File: config.mk
export PLATFORM = sky130hd
export DESIGN_NAME = dst_top
export DESIGN_NICKNAME = d
export VERILOG_FILES = /design/src/design/dst_top_fix_note.sv /design/src/include/dst_pkg.sv /design/src/design/dst_timebase.sv /design/src/design/dst_elapsed.sv /design/src/design/dst_top.sv
export VERILOG_INCLUDE_DIRS = /design/src /design/src/include
export SDC_FILE = /design/constraint.sdc
export NUM_CORES = 1
export LEC_CHECK = 0
export ABC_AREA = 1
export BUFFER_PORTS_ARGS = -buffer_cell sky130_fd_sc_hd__buf_4
export CORE_UTILIZATION = 38
export DETAILED_ROUTE_END_ITERATION = 10
export SKIP_LAST_GASP = 1
export SLEW_MARGIN = 20
export SYNTH_ARGS = -nofsm -noshare
export SYNTH_HDL_FRONTEND = slang
export SYNTH_SLANG_ARGS = --single-unit
File: constraint.sdc
create_clock -name CORE_CLK -period 2.65 [get_ports CORE_CLK]
set_input_delay 0.53 -clock CORE_CLK [delete_from_list [all_inputs] [get_ports CORE_CLK]]
set_output_delay 0.53 -clock CORE_CLK [all_outputs]
set_load 0.03 [all_outputs]
File: src/include/dst_regs.svh
/*
  Register map, field positions, reset values and timing figures of the
  deep-sleep timer block.
  Assumes inclusion by bare name from the design files only.
*/
`ifndef DST_REGS_SVH
`define DST_REGS_SVH

// ************************************************************
// Register byte addresses
// ************************************************************
`define DST_OFS_BASE_SNAP   32'h4000001c
`define DST_OFS_FINE_SNAP   32'h40000020
`define DST_OFS_ADDR_LOW    32'h40000024
`define DST_OFS_ADDR_HIGH   32'h40000028
`define DST_OFS_POINTERS    32'h4000002c
`define DST_OFS_CONTROL     32'h40000030
`define DST_OFS_SLEEP_LEN   32'h40000034
`define DST_OFS_SLEEP_DUR   32'h40000038
`define DST_OFS_WAKE_TIMING 32'h4000003c

// ************************************************************
// Field positions
// ************************************************************
`define DST_CTL_EXT_BLOCK_BIT 31
`define DST_CTL_STATUS_BIT    15
`define DST_CTL_SOFT_WAKE_BIT 4
`define DST_CTL_CORR_BIT      3
`define DST_CTL_SLEEP_ON_BIT  2
`define DST_CTL_IRQ_EN_MSB    1
`define DST_CTL_IRQ_EN_LSB    0
`define DST_ADDR_PRIV_BIT     16
`define DST_IRQ_EN_ALL        2'h3

// ************************************************************
// Reset values and timing
// ************************************************************
`define DST_RST_WORD        32'h00000000
`define DST_RST_TB_RUN      1'b1
`define DST_BASE_PERIOD_US  625
`define DST_FINE_LAST       (`DST_BASE_PERIOD_US - 1)

`endif

File: src/design/dst_top_fix_note.sv
`timescale 1ns/1ns

File: src/include/dst_pkg.sv
/*
  Types shared by the deep-sleep timer design files.
  Assumes nothing of its surroundings.
*/
package dst_pkg;

  // Sleep sequencer states, one-hot
  typedef enum logic [2:0] {
    DST_ST_ACTIVE = 3'b001,
    DST_ST_SLEEP  = 3'b010,
    DST_ST_WOKEN  = 3'b100
  } dst_state_t;

  // Classic Wishbone request as seen by the slave
  typedef struct packed {
    logic        cyc;
    logic        stb;
    logic        we;
    logic [3:0]  sel;
    logic [31:0] adr;
    logic [31:0] dat;
  } dst_wb_req_t;

  // Software-held control bits
  typedef struct packed {
    logic       ext_block;
    logic       soft_wake;
    logic       sleep_on;
    logic [1:0] irq_en;
  } dst_ctrl_t;

  // Upper address register contents
  typedef struct packed {
    logic        addr_priv;
    logic [15:0] addr_hi;
  } dst_addr_hi_t;

  // Pointer register contents
  typedef struct packed {
    logic [15:0] exch_start;
    logic [14:0] rx_start;
  } dst_ptr_t;

  // Wake interrupt timing word, laid out as the register
  typedef struct packed {
    logic [10:0] ext_delay;
    logic [10:0] assert_lead;
    logic [9:0]  release_lead;
  } dst_timing_t;

endpackage

File: src/design/dst_timebase.sv
/*
  Fine microsecond counter and coarse slot counter of the link core.
  Assumes a one-cycle microsecond strobe synchronous to the clock.
*/
`timescale 1ns/1ns
`include "dst_regs.svh"

module dst_timebase #(
  parameter int unsigned FINE_W = 10,
  parameter int unsigned BASE_W = 27
) (
  input wire logic clk,
  input wire logic rst,
  input wire logic us_tick,
  input wire logic run,
  output logic [FINE_W-1:0] fine,
  output logic [BASE_W-1:0] base
);

  // ************************************************************
  // Counters
  // ************************************************************
  logic [FINE_W-1:0] fine_q, fine_d; // Microseconds inside a slot
  logic [BASE_W-1:0] base_q, base_d; // Whole slots

  // Next values: fine wraps at the end of a slot and carries
  always_comb begin
    fine_d = fine_q;
    base_d = base_q;
    if (run && us_tick) begin
      if (fine_q == FINE_W'(`DST_FINE_LAST)) begin
        fine_d = '0;
        base_d = base_q + BASE_W'(1);
      end else begin
        fine_d = fine_q + FINE_W'(1);
      end
    end
  end

  // Register stage
  always_ff @(posedge clk) begin
    if (rst) begin
      fine_q <= '0;
      base_q <= '0;
    end else begin
      fine_q <= fine_d;
      base_q <= base_d;
    end
  end

  assign fine = fine_q;
  assign base = base_q;

endmodule

File: src/design/dst_elapsed.sv
/*
  Measured sleep length counter.
  Assumes clear and increment strobes from the sleep sequencer.
*/
`timescale 1ns/1ns

module dst_elapsed #(
  parameter int unsigned CNT_W = 32
) (
  input wire logic clk,
  input wire logic rst,
  input wire logic clear,
  input wire logic inc,
  output logic [CNT_W-1:0] count
);

  // ************************************************************
  // Counter
  // ************************************************************
  logic [CNT_W-1:0] cnt_q, cnt_d; // Low-power cycles seen

  // Clear wins over increment
  always_comb begin
    cnt_d = cnt_q;
    if (clear) begin
      cnt_d = '0;
    end else if (inc) begin
      cnt_d = cnt_q + CNT_W'(1);
    end
  end

  // Register stage
  always_ff @(posedge clk) begin
    if (rst) begin
      cnt_q <= '0;
    end else begin
      cnt_q <= cnt_d;
    end
  end

  assign count = cnt_q;

endmodule

File: src/design/dst_top.sv
/*
  Deep-sleep timer and wake-up control of the radio link core, with
  time snapshots, device address and pointer registers, on Wishbone.
  Assumes LP_TICK and US_TICK are one-cycle strobes synchronous to
  CORE_CLK, and EXT_WAKE_REQ is a synchronous level.
*/
`timescale 1ns/1ns
`include "dst_regs.svh"

//  Function
// - Coarse slot count snapshot on sample write
// - Microsecond count snapshot on sample write
// - Hold 48-bit device address in two words
// - Bit 16 marks address private
// - Exchange table and receive list pointers
// - Bit 31 blocks external wake requests
// - Bit 15 reads one only asleep
// - Software wake request, self-clearing on wake
// - Correction write re-enables counters after wake
// - Sleep request clears when status falls
// - Sleep for programmed low-power cycle count
// - Measure sleep length in low-power cycles
// - Raise wake interrupt at assert lead
// - Drop wake interrupt at release lead
// - External wake drops interrupt after delay
module dst_top #(
  parameter int unsigned LEN_W = 32
) (
  input wire logic CORE_CLK,
  input wire logic SYS_RST,
  input wire logic WB_CYC_I,
  input wire logic WB_STB_I,
  input wire logic WB_WE_I,
  input wire logic [3:0] WB_SEL_I,
  input wire logic [31:0] WB_ADR_I,
  input wire logic [31:0] WB_DAT_I,
  output logic [31:0] WB_DAT_O,
  output logic WB_ACK_O,
  input wire logic LP_TICK,
  input wire logic US_TICK,
  input wire logic EXT_WAKE_REQ,
  output logic DEEP_SLEEP_ACTIVE,
  output logic WAKE_INTERRUPT,
  output logic TIMEBASE_RUN
);

  // ************************************************************
  // Helper functions
  // ************************************************************

  // Address match against one register
  function automatic logic is_hit(input logic [31:0] adr, input logic [31:0] ofs);
    is_hit = (adr == ofs);
  endfunction

  // Byte-lane merge of a write into an old word
  function automatic logic [31:0] wmerge(input logic [31:0] old, input logic [31:0] nw,
                                         input logic [3:0] sel);
    logic [31:0] res;
    res = old;
    for (int i = 0; i < 4; i++) begin
      if (sel[i]) begin
        res[i*8 +: 8] = nw[i*8 +: 8];
      end
    end
    wmerge = res;
  endfunction

  // ************************************************************
  // Bus request and decode
  // ************************************************************
  dst_pkg::dst_wb_req_t req; // Bundled request
  logic ack_q, ack_d; // Acknowledge flop
  logic [31:0] rdat_q, rdat_d; // Read data flop
  logic acc_new; // Fresh access this cycle
  logic wr_en; // Write takes effect at this edge
  logic hit_base, hit_fine, hit_alo, hit_ahi, hit_ptr;
  logic hit_ctl, hit_len, hit_dur, hit_tim;

  assign req = {WB_CYC_I, WB_STB_I, WB_WE_I, WB_SEL_I, WB_ADR_I, WB_DAT_I};
  assign acc_new = req.cyc & req.stb & ~ack_q;
  assign wr_en = acc_new & req.we;
  assign hit_base = is_hit(req.adr, `DST_OFS_BASE_SNAP);
  assign hit_fine = is_hit(req.adr, `DST_OFS_FINE_SNAP);
  assign hit_alo = is_hit(req.adr, `DST_OFS_ADDR_LOW);
  assign hit_ahi = is_hit(req.adr, `DST_OFS_ADDR_HIGH);
  assign hit_ptr = is_hit(req.adr, `DST_OFS_POINTERS);
  assign hit_ctl = is_hit(req.adr, `DST_OFS_CONTROL);
  assign hit_len = is_hit(req.adr, `DST_OFS_SLEEP_LEN);
  assign hit_dur = is_hit(req.adr, `DST_OFS_SLEEP_DUR);
  assign hit_tim = is_hit(req.adr, `DST_OFS_WAKE_TIMING);

  // ************************************************************
  // State declarations
  // ************************************************************
  logic [31:0] addr_lo_q, addr_lo_d; // Low address word
  dst_pkg::dst_addr_hi_t addr_hi_q, addr_hi_d; // High address and flag
  dst_pkg::dst_ptr_t ptr_q, ptr_d; // Table and list pointers
  dst_pkg::dst_ctrl_t ctrl_q, ctrl_d; // Control bits
  logic [LEN_W-1:0] len_q, len_d; // Programmed sleep length
  dst_pkg::dst_timing_t tim_q, tim_d; // Interrupt timing
  logic [26:0] snap_base_q, snap_base_d; // Slot count snapshot
  logic [9:0] snap_fine_q, snap_fine_d; // Microsecond snapshot
  dst_pkg::dst_state_t state_q, state_d; // Sleep sequencer
  logic [LEN_W-1:0] remain_q, remain_d; // Cycles left asleep
  logic irq_q, irq_d; // Wake interrupt level
  logic [10:0] ext_cnt_q, ext_cnt_d; // External release countdown
  logic ext_run_q, ext_run_d; // External countdown busy
  logic run_tb_q, run_tb_d; // Time base enable
  logic status_q, status_d; // Asleep indicator
  logic enter; // Sleep begins at this edge
  logic leave; // Sleep ends at this edge
  logic expired; // Sleep timer reached zero
  logic ext_ok; // Unblocked external wake
  logic corr_wr; // Correction bit written with one
  logic [31:0] ctl_word; // Control register as read
  logic [31:0] ctl_wr; // Control word after a write
  logic [31:0] ptr_wr; // Pointer word after a write
  logic [9:0] tb_fine; // Live microsecond count
  logic [26:0] tb_base; // Live slot count
  logic [LEN_W-1:0] elapsed; // Measured sleep length

  // ************************************************************
  // Submodules
  // ************************************************************

  // Live time base, frozen during sleep
  dst_timebase #(
    .FINE_W(10),
    .BASE_W(27)
  ) u_timebase (
    .clk(CORE_CLK),
    .rst(SYS_RST),
    .us_tick(US_TICK),
    .run(run_tb_q),
    .fine(tb_fine),
    .base(tb_base)
  );

  // Cleared on entry, counts while asleep
  dst_elapsed #(
    .CNT_W(LEN_W)
  ) u_elapsed (
    .clk(CORE_CLK),
    .rst(SYS_RST),
    .clear(enter),
    .inc(status_q & LP_TICK & ~leave),
    .count(elapsed)
  );

  // ************************************************************
  // Register file
  // ************************************************************
  assign ctl_word = {ctrl_q.ext_block, 15'h0000, status_q, 10'h000, ctrl_q.soft_wake, 1'b0,
                     ctrl_q.sleep_on, ctrl_q.irq_en};
  assign ctl_wr = wmerge(ctl_word, req.dat, req.sel);
  assign ptr_wr = wmerge({ptr_q.exch_start, 1'b0, ptr_q.rx_start}, req.dat, req.sel);
  assign corr_wr = wr_en & hit_ctl & ctl_wr[`DST_CTL_CORR_BIT];

  // Next register values from bus writes and hardware events
  always_comb begin
    addr_lo_d = addr_lo_q;
    addr_hi_d = addr_hi_q;
    ptr_d = ptr_q;
    ctrl_d = ctrl_q;
    len_d = len_q;
    tim_d = tim_q;
    snap_base_d = snap_base_q;
    snap_fine_d = snap_fine_q;
    if (wr_en && hit_base) begin
      snap_base_d = tb_base;
      snap_fine_d = tb_fine;
    end
    if (wr_en && hit_alo) begin
      addr_lo_d = wmerge(addr_lo_q, req.dat, req.sel);
    end
    if (wr_en && hit_ahi) begin
      addr_hi_d = 17'(wmerge({15'h0000, addr_hi_q}, req.dat, req.sel));
    end
    if (wr_en && hit_ptr) begin
      ptr_d = {ptr_wr[31:16], ptr_wr[14:0]};
    end
    if (wr_en && hit_len) begin
      len_d = wmerge(len_q, req.dat, req.sel);
    end
    if (wr_en && hit_tim) begin
      tim_d = wmerge(tim_q, req.dat, req.sel);
    end
    // Wake request clears once the wake is done
    if (leave) begin
      ctrl_d.soft_wake = 1'b0;
    end
    // Sleep request clears as status falls
    if (leave) begin
      ctrl_d.sleep_on = 1'b0;
    end
    // Control writes; a written sleep request wins over the clear, a written wake request does not
    if (wr_en && hit_ctl) begin
      ctrl_d.ext_block = ctl_wr[`DST_CTL_EXT_BLOCK_BIT];
      ctrl_d.irq_en = ctl_wr[`DST_CTL_IRQ_EN_MSB:`DST_CTL_IRQ_EN_LSB];
      if (ctl_wr[`DST_CTL_SLEEP_ON_BIT] || !leave) begin
        ctrl_d.sleep_on = ctl_wr[`DST_CTL_SLEEP_ON_BIT];
      end
      // Wake request only counts while asleep
      if (state_q == dst_pkg::DST_ST_SLEEP && !leave && ctl_wr[`DST_CTL_SOFT_WAKE_BIT]) begin
        ctrl_d.soft_wake = 1'b1;
      end
    end
  end

  // Register stage of the register file
  always_ff @(posedge CORE_CLK) begin
    if (SYS_RST) begin
      addr_lo_q <= `DST_RST_WORD;
      addr_hi_q <= 17'h00000;
      ptr_q <= 31'h00000000;
      ctrl_q <= 5'h00;
      len_q <= `DST_RST_WORD;
      tim_q <= `DST_RST_WORD;
      snap_base_q <= 27'h0000000;
      snap_fine_q <= 10'h000;
    end else begin
      addr_lo_q <= addr_lo_d;
      addr_hi_q <= addr_hi_d;
      ptr_q <= ptr_d;
      ctrl_q <= ctrl_d;
      len_q <= len_d;
      tim_q <= tim_d;
      snap_base_q <= snap_base_d;
      snap_fine_q <= snap_fine_d;
    end
  end

  // ************************************************************
  // Bus answer
  // ************************************************************

  // One-cycle ack; unmapped reads return zero, writes dropped
  always_comb begin
    ack_d = acc_new;
    rdat_d = rdat_q;
    if (acc_new) begin
      rdat_d = 32'h00000000;
      if (hit_base) begin
        rdat_d = {5'h00, snap_base_q};
      end else if (hit_fine) begin
        rdat_d = {22'h000000, snap_fine_q};
      end else if (hit_alo) begin
        rdat_d = addr_lo_q;
      end else if (hit_ahi) begin
        rdat_d = {15'h0000, addr_hi_q};
      end else if (hit_ptr) begin
        rdat_d = {ptr_q.exch_start, 1'b0, ptr_q.rx_start};
      end else if (hit_ctl) begin
        rdat_d = ctl_word;
      end else if (hit_len) begin
        rdat_d = len_q;
      end else if (hit_dur) begin
        rdat_d = elapsed;
      end else if (hit_tim) begin
        rdat_d = tim_q;
      end
    end
  end

  // Register stage of the bus answer
  always_ff @(posedge CORE_CLK) begin
    if (SYS_RST) begin
      ack_q <= 1'b0;
      rdat_q <= 32'h00000000;
    end else begin
      ack_q <= ack_d;
      rdat_q <= rdat_d;
    end
  end

  // ************************************************************
  // Sleep sequencer
  // ************************************************************

  // Timer runs out when no cycles remain
  assign expired = (remain_q == '0);
  assign ext_ok = EXT_WAKE_REQ & ~ctrl_q.ext_block;

  // Next sequencer values
  always_comb begin
    state_d = state_q;
    remain_d = remain_q;
    irq_d = irq_q;
    ext_cnt_d = ext_cnt_q;
    ext_run_d = ext_run_q;
    run_tb_d = run_tb_q;
    enter = 1'b0;
    leave = 1'b0;
    // External release countdown to interrupt drop
    if (ext_run_q) begin
      if (ext_cnt_q == 11'h000) begin
        irq_d = 1'b0;
        ext_run_d = 1'b0;
      end else if (LP_TICK) begin
        ext_cnt_d = ext_cnt_q - 11'h001;
      end
    end
    case (state_q)
      // Awake; a sleep request starts the sleep
      dst_pkg::DST_ST_ACTIVE: begin
        if (ctrl_q.sleep_on) begin
          state_d = dst_pkg::DST_ST_SLEEP;
          remain_d = len_q;
          run_tb_d = 1'b0;
          enter = 1'b1;
        end
      end
      // Asleep until the first wake event
      dst_pkg::DST_ST_SLEEP: begin
        // Expiry, software or external wake ends sleep
        if (expired || ctrl_q.soft_wake || ext_ok) begin
          state_d = dst_pkg::DST_ST_WOKEN;
          leave = 1'b1;
          if (ext_ok && !expired) begin
            irq_d = 1'b1;
            ext_cnt_d = tim_q.ext_delay;
            ext_run_d = 1'b1;
          end
        end else begin
          // Count down one per low-power cycle
          if (LP_TICK) begin
            remain_d = remain_q - LEN_W'(1);
          end
          if (ctrl_q.irq_en == `DST_IRQ_EN_ALL) begin
            if (remain_q == LEN_W'(tim_q.release_lead)) begin
              irq_d = 1'b0;
            end else if (remain_q == LEN_W'(tim_q.assert_lead)) begin
              irq_d = 1'b1;
            end
          end
        end
      end
      // Woken; correction write restarts the time base
      dst_pkg::DST_ST_WOKEN: begin
        if (corr_wr) begin
          state_d = dst_pkg::DST_ST_ACTIVE;
          run_tb_d = 1'b1;
        end
      end
      default: begin
        state_d = dst_pkg::DST_ST_ACTIVE;
      end
    endcase
    // Status high only in the sleep state
    status_d = (state_d == dst_pkg::DST_ST_SLEEP);
  end

  // Register stage of the sequencer
  always_ff @(posedge CORE_CLK) begin
    if (SYS_RST) begin
      state_q <= dst_pkg::DST_ST_ACTIVE;
      remain_q <= '0;
      irq_q <= 1'b0;
      ext_cnt_q <= 11'h000;
      ext_run_q <= 1'b0;
      run_tb_q <= `DST_RST_TB_RUN;
      status_q <= 1'b0;
    end else begin
      state_q <= state_d;
      remain_q <= remain_d;
      irq_q <= irq_d;
      ext_cnt_q <= ext_cnt_d;
      ext_run_q <= ext_run_d;
      run_tb_q <= run_tb_d;
      status_q <= status_d;
    end
  end

  // ************************************************************
  // Outputs
  // ************************************************************
  assign WB_ACK_O = ack_q;
  assign WB_DAT_O = rdat_q;
  assign DEEP_SLEEP_ACTIVE = status_q;
  assign WAKE_INTERRUPT = irq_q;
  assign TIMEBASE_RUN = run_tb_q;
endmodule

==> results.json <==
{
  "cts-htree-levels": 2,
  "min_from": "WB_DAT_I[21]",
  "reg2reg_slack_ns": 0.23,
  "postLayoutCoreUtil": 0.456,
  "whs_path_depth": 3,
  "cp_slowest_stage_delay_ns": 0.34,
  "yosysSeqAreaShare": 0.391,
  "nets": 2736,
  "setup_violations": 0,
  "cts_root_buf": "clkbuf_16",
  "start_kind": "flip-flop",
  "portBuffers": 111,
  "path_common_cell": "nor2_4",
  "critPathSlowestCell": "dfxtp_1",
  "ant_nets": 0,
  "antenna_found_initial": 0,
  "syn_area_um2": 17300,
  "clk_latency_ns": 0.56,
  "status": "finished, final reports clean",
  "dpl.hpwl_um": 43600,
  "ys.warnings.count": 0,
  "top_usage_layer": "met2",
  "dr_total_vias": 17300,
  "fin_hold_ws_ns": 0.240,
  "synth-seq-cells": 338,
  "grt_max_degree": 75,
  "multi_input_area_um2": 8780,
  "place_inst": 3204,
  "drv_cap": 0,
  "critPathCaptureType": "flip-flop",
  "dieArea_um2": 46400,
  "regArea_um2": 6770,
  "crit_fanout": 33,
  "arrival_ns": 2.87,
  "use_met1": 0.332,
  "stdcell_count": 3275,
  "peakVddDrop_mv": 0.413,
  "die_h_um": 215,
  "r2r-end": "u_elapsed.count[6]",
  "grt_pass1_wl_um": 91200,
  "synth_nets": 2627,
  "rr_startpoint": "remain_q[0]",
  "via_per_inst": 5.28,
  "core_area_um2": 44500,
  "async_reset_ff_frac": 0,
  "post_cts_buffers": 0,
  "hold_viol": 0,
  "power.leakage_nw": 7.95,
  "clkSinkCount": 338,
  "tightest_slew_ns": 0.689,
  "layout_setup_ws_ns": 0.227,
  "dp_slack_ns": -0.112,
  "first_iter_violations": 1499,
  "drv_slew": 0,
  "hold_path_end": "ptr_q[20]",
  "relSlewSlack": 0.540,
  "first_pass_iters": 6,
  "ctsHoldBuffers": 0,
  "grt_pass1_vias": 16200,
  "skew_ns": 0.0157,
  "worstPathCellList": "inv_1 -> ha_1 -> nand2_2 -> nor2_4 -> nand2_4 -> nor2_8 -> nand3_4 -> nor2_4 -> nor2_4 -> nand2_1 -> nand2_1 -> nand3_2 -> buf_12 -> o21ai_0 -> and3_1",
  "grt_util_all_layers": 0.249,
  "reg2reg_depth": 15,
  "antenna_cells": 0,
  "period_minus_slack_ns": 2.42,
  "cts_buffers": 40,
  "critPathRequiredTime_ns": 3.10,
  "maxClockFrequency_mhz": 413,
  "die_w_um": 215,
  "clk_pin_slew_worst_paths_ns": 0.06,
  "overflow": 0,
  "grt_use_met2": 0.412,
  "power.density_nw_per_um2": 558,
  "routed_wl_um": 58400,
  "final_common_cell": "nand2_1",
  "drcViolationCount": 0,
  "ys.flop_type": "dfxtp_1",
  "min_period_over_period": 0.914,
  "use_met3": 0.0317,
  "initial_core_util": 0.389,
  "cts_buffer_depth": 3,
  "cts_tree": "yes",
  "fillers": 4568,
  "layout_common_cells": "454 x nand2_1, 338 x dfxtp_1, 324 x inv_1",
  "syn_inst": 2545,
  "row_count": 77,
  "drive_gt1_frac": 0.115,
  "critical_path_class": "reg2reg",
  "rsz0062_at_grt": "no",
  "synth-edff-count": 0,
  "io_pins": 112,
  "drt-wirelength-per-cell_um": 17.8,
  "gp_congestion": 0.935,
  "syn_to_final_growth_pct": 17.5,
  "netlist-cell-type-count": 49,
  "syn_avg_cell_area_um2": 6.80,
  "post_cts_resized": 0,
  "min_path_type": "in2reg"
}
[state kept, by name (all words and copies together) (netlist names), 3 cells and up, named ones only]
register         flops
WB_DAT_O            32
addr_hi_q           17
addr_lo_q           32
ctl_word             4
ext_cnt_q           11
len_q               32
ptr_q               31
remain_q            32
snap_base_q         27
snap_fine_q         10
state_q              3
tim_q               32
u_elapsed.count     32
u_timebase.base     27
u_timebase.fine     10
[report_power, final]
group / internal [mW] / leakage (nW) / switching (mW)
Clock: 3.44 / 0.679 / 2.25
Combinational: 0.178 / 4.55 / 0.342
Sequential: 5.10 / 2.72 / 0.0192
[layout make-up]
class,instances,area share
Multi-Input combinational cell,1761,0.432
Sequential cell,338,0.333
Timing Repair Buffer,170,0.0673
Inverter,343,0.0637
Clock buffer,60,0.0614
Tap cell,592,0.0365
Clock inverter,11,0.00567
[worst max-delay path, delay by kind of cell (launching register included)]
family	cells	cell delay (ns)
DFF	1	0.34
AOI/OAI and AO/OA	1	0.09
buffers and inverters	2	0.35
and+or+nand+nor	11	1.27
adders and majority gates	1	0.22
[stage by stage]
stage          area, um^2  TNS (ns)  total power [mW]
6_report            20300         0              11.3
5_1_grt             20300         0              11.6
4_1_cts             20300         0              11.4
3_5_place_dp        18900     -1.11              5.75
3_3_place_gp        18900     -1.06              5.75
2_1_floorplan       17300         0              5.48
[cells in the mapped netlist (7+ instances only)]
master | number | area (um^2)
clkbuf_1 | 51 | 191
inv_1 | 324 | 1220
nand3_1 | 106 | 531
o21a_1 | 11 | 82.6
nor3_1 | 67 | 335
o21ai_1 | 24 | 120
nor2_1 | 245 | 920
inv_2 | 12 | 45.0
a21oi_1 | 304 | 1520
nor4_1 | 23 | 144
o21ai_0 | 294 | 1470
nor3_2 | 7 | 70.1
nand4_1 | 38 | 238
a211oi_1 | 11 | 82.6
o22ai_1 | 13 | 81.3
xnor2_1 | 13 | 114
xor2_1 | 58 | 508
nor2_4 | 10 | 113
buf_2 | 40 | 200
dfxtp_1 | 338 | 6770
nand2_1 | 454 | 1700
nand2_2 | 9 | 56.3
o211ai_1 | 13 | 97.6
nor2_2 | 12 | 75.1
clkinv_1 | 7 | 26.3
[cell families (layout without fill, tap and decap cells)]
logic type	Yosys count	after routing	share of synthesized area
fa+ha+maj	6	6	0.00434
simple gates	997	997	0.258
compound gates	687	687	0.208
buf+inv	446	584	0.102
flops	338	338	0.391
xor+xnor	71	71	0.0359
[per-layer routing]
| metal | vias to the layer above | routed length [um] |
|---|---|---|
| met5 | - | 0 |
| met4 | 0 | 1660 |
| li1 | 8606 | - |
| met1 | 8091 | 26300 |
| met3 | 95 | 3330 |
| met2 | 490 | 27000 |
[worst max path at each step]
stage	start	to	slack, ns	cells past startpoint
2_1_floorplan	WB_ADR_I[11]	ptr_q[10]	0.62	14
3_3_place_gp	WB_ADR_I[11]	WB_DAT_O[24]	-0.10	14
3_5_place_dp	WB_ADR_I[11]	WB_DAT_O[24]	-0.11	14
4_1_cts	remain_q[0]	u_elapsed.count[6]	0.10	15
5_1_grt	remain_q[0]	u_elapsed.count[6]	0.05	15
6_report	remain_q[0]	u_elapsed.count[6]	0.23	15
Note: power is estimated with default switching activity, not from simulation.
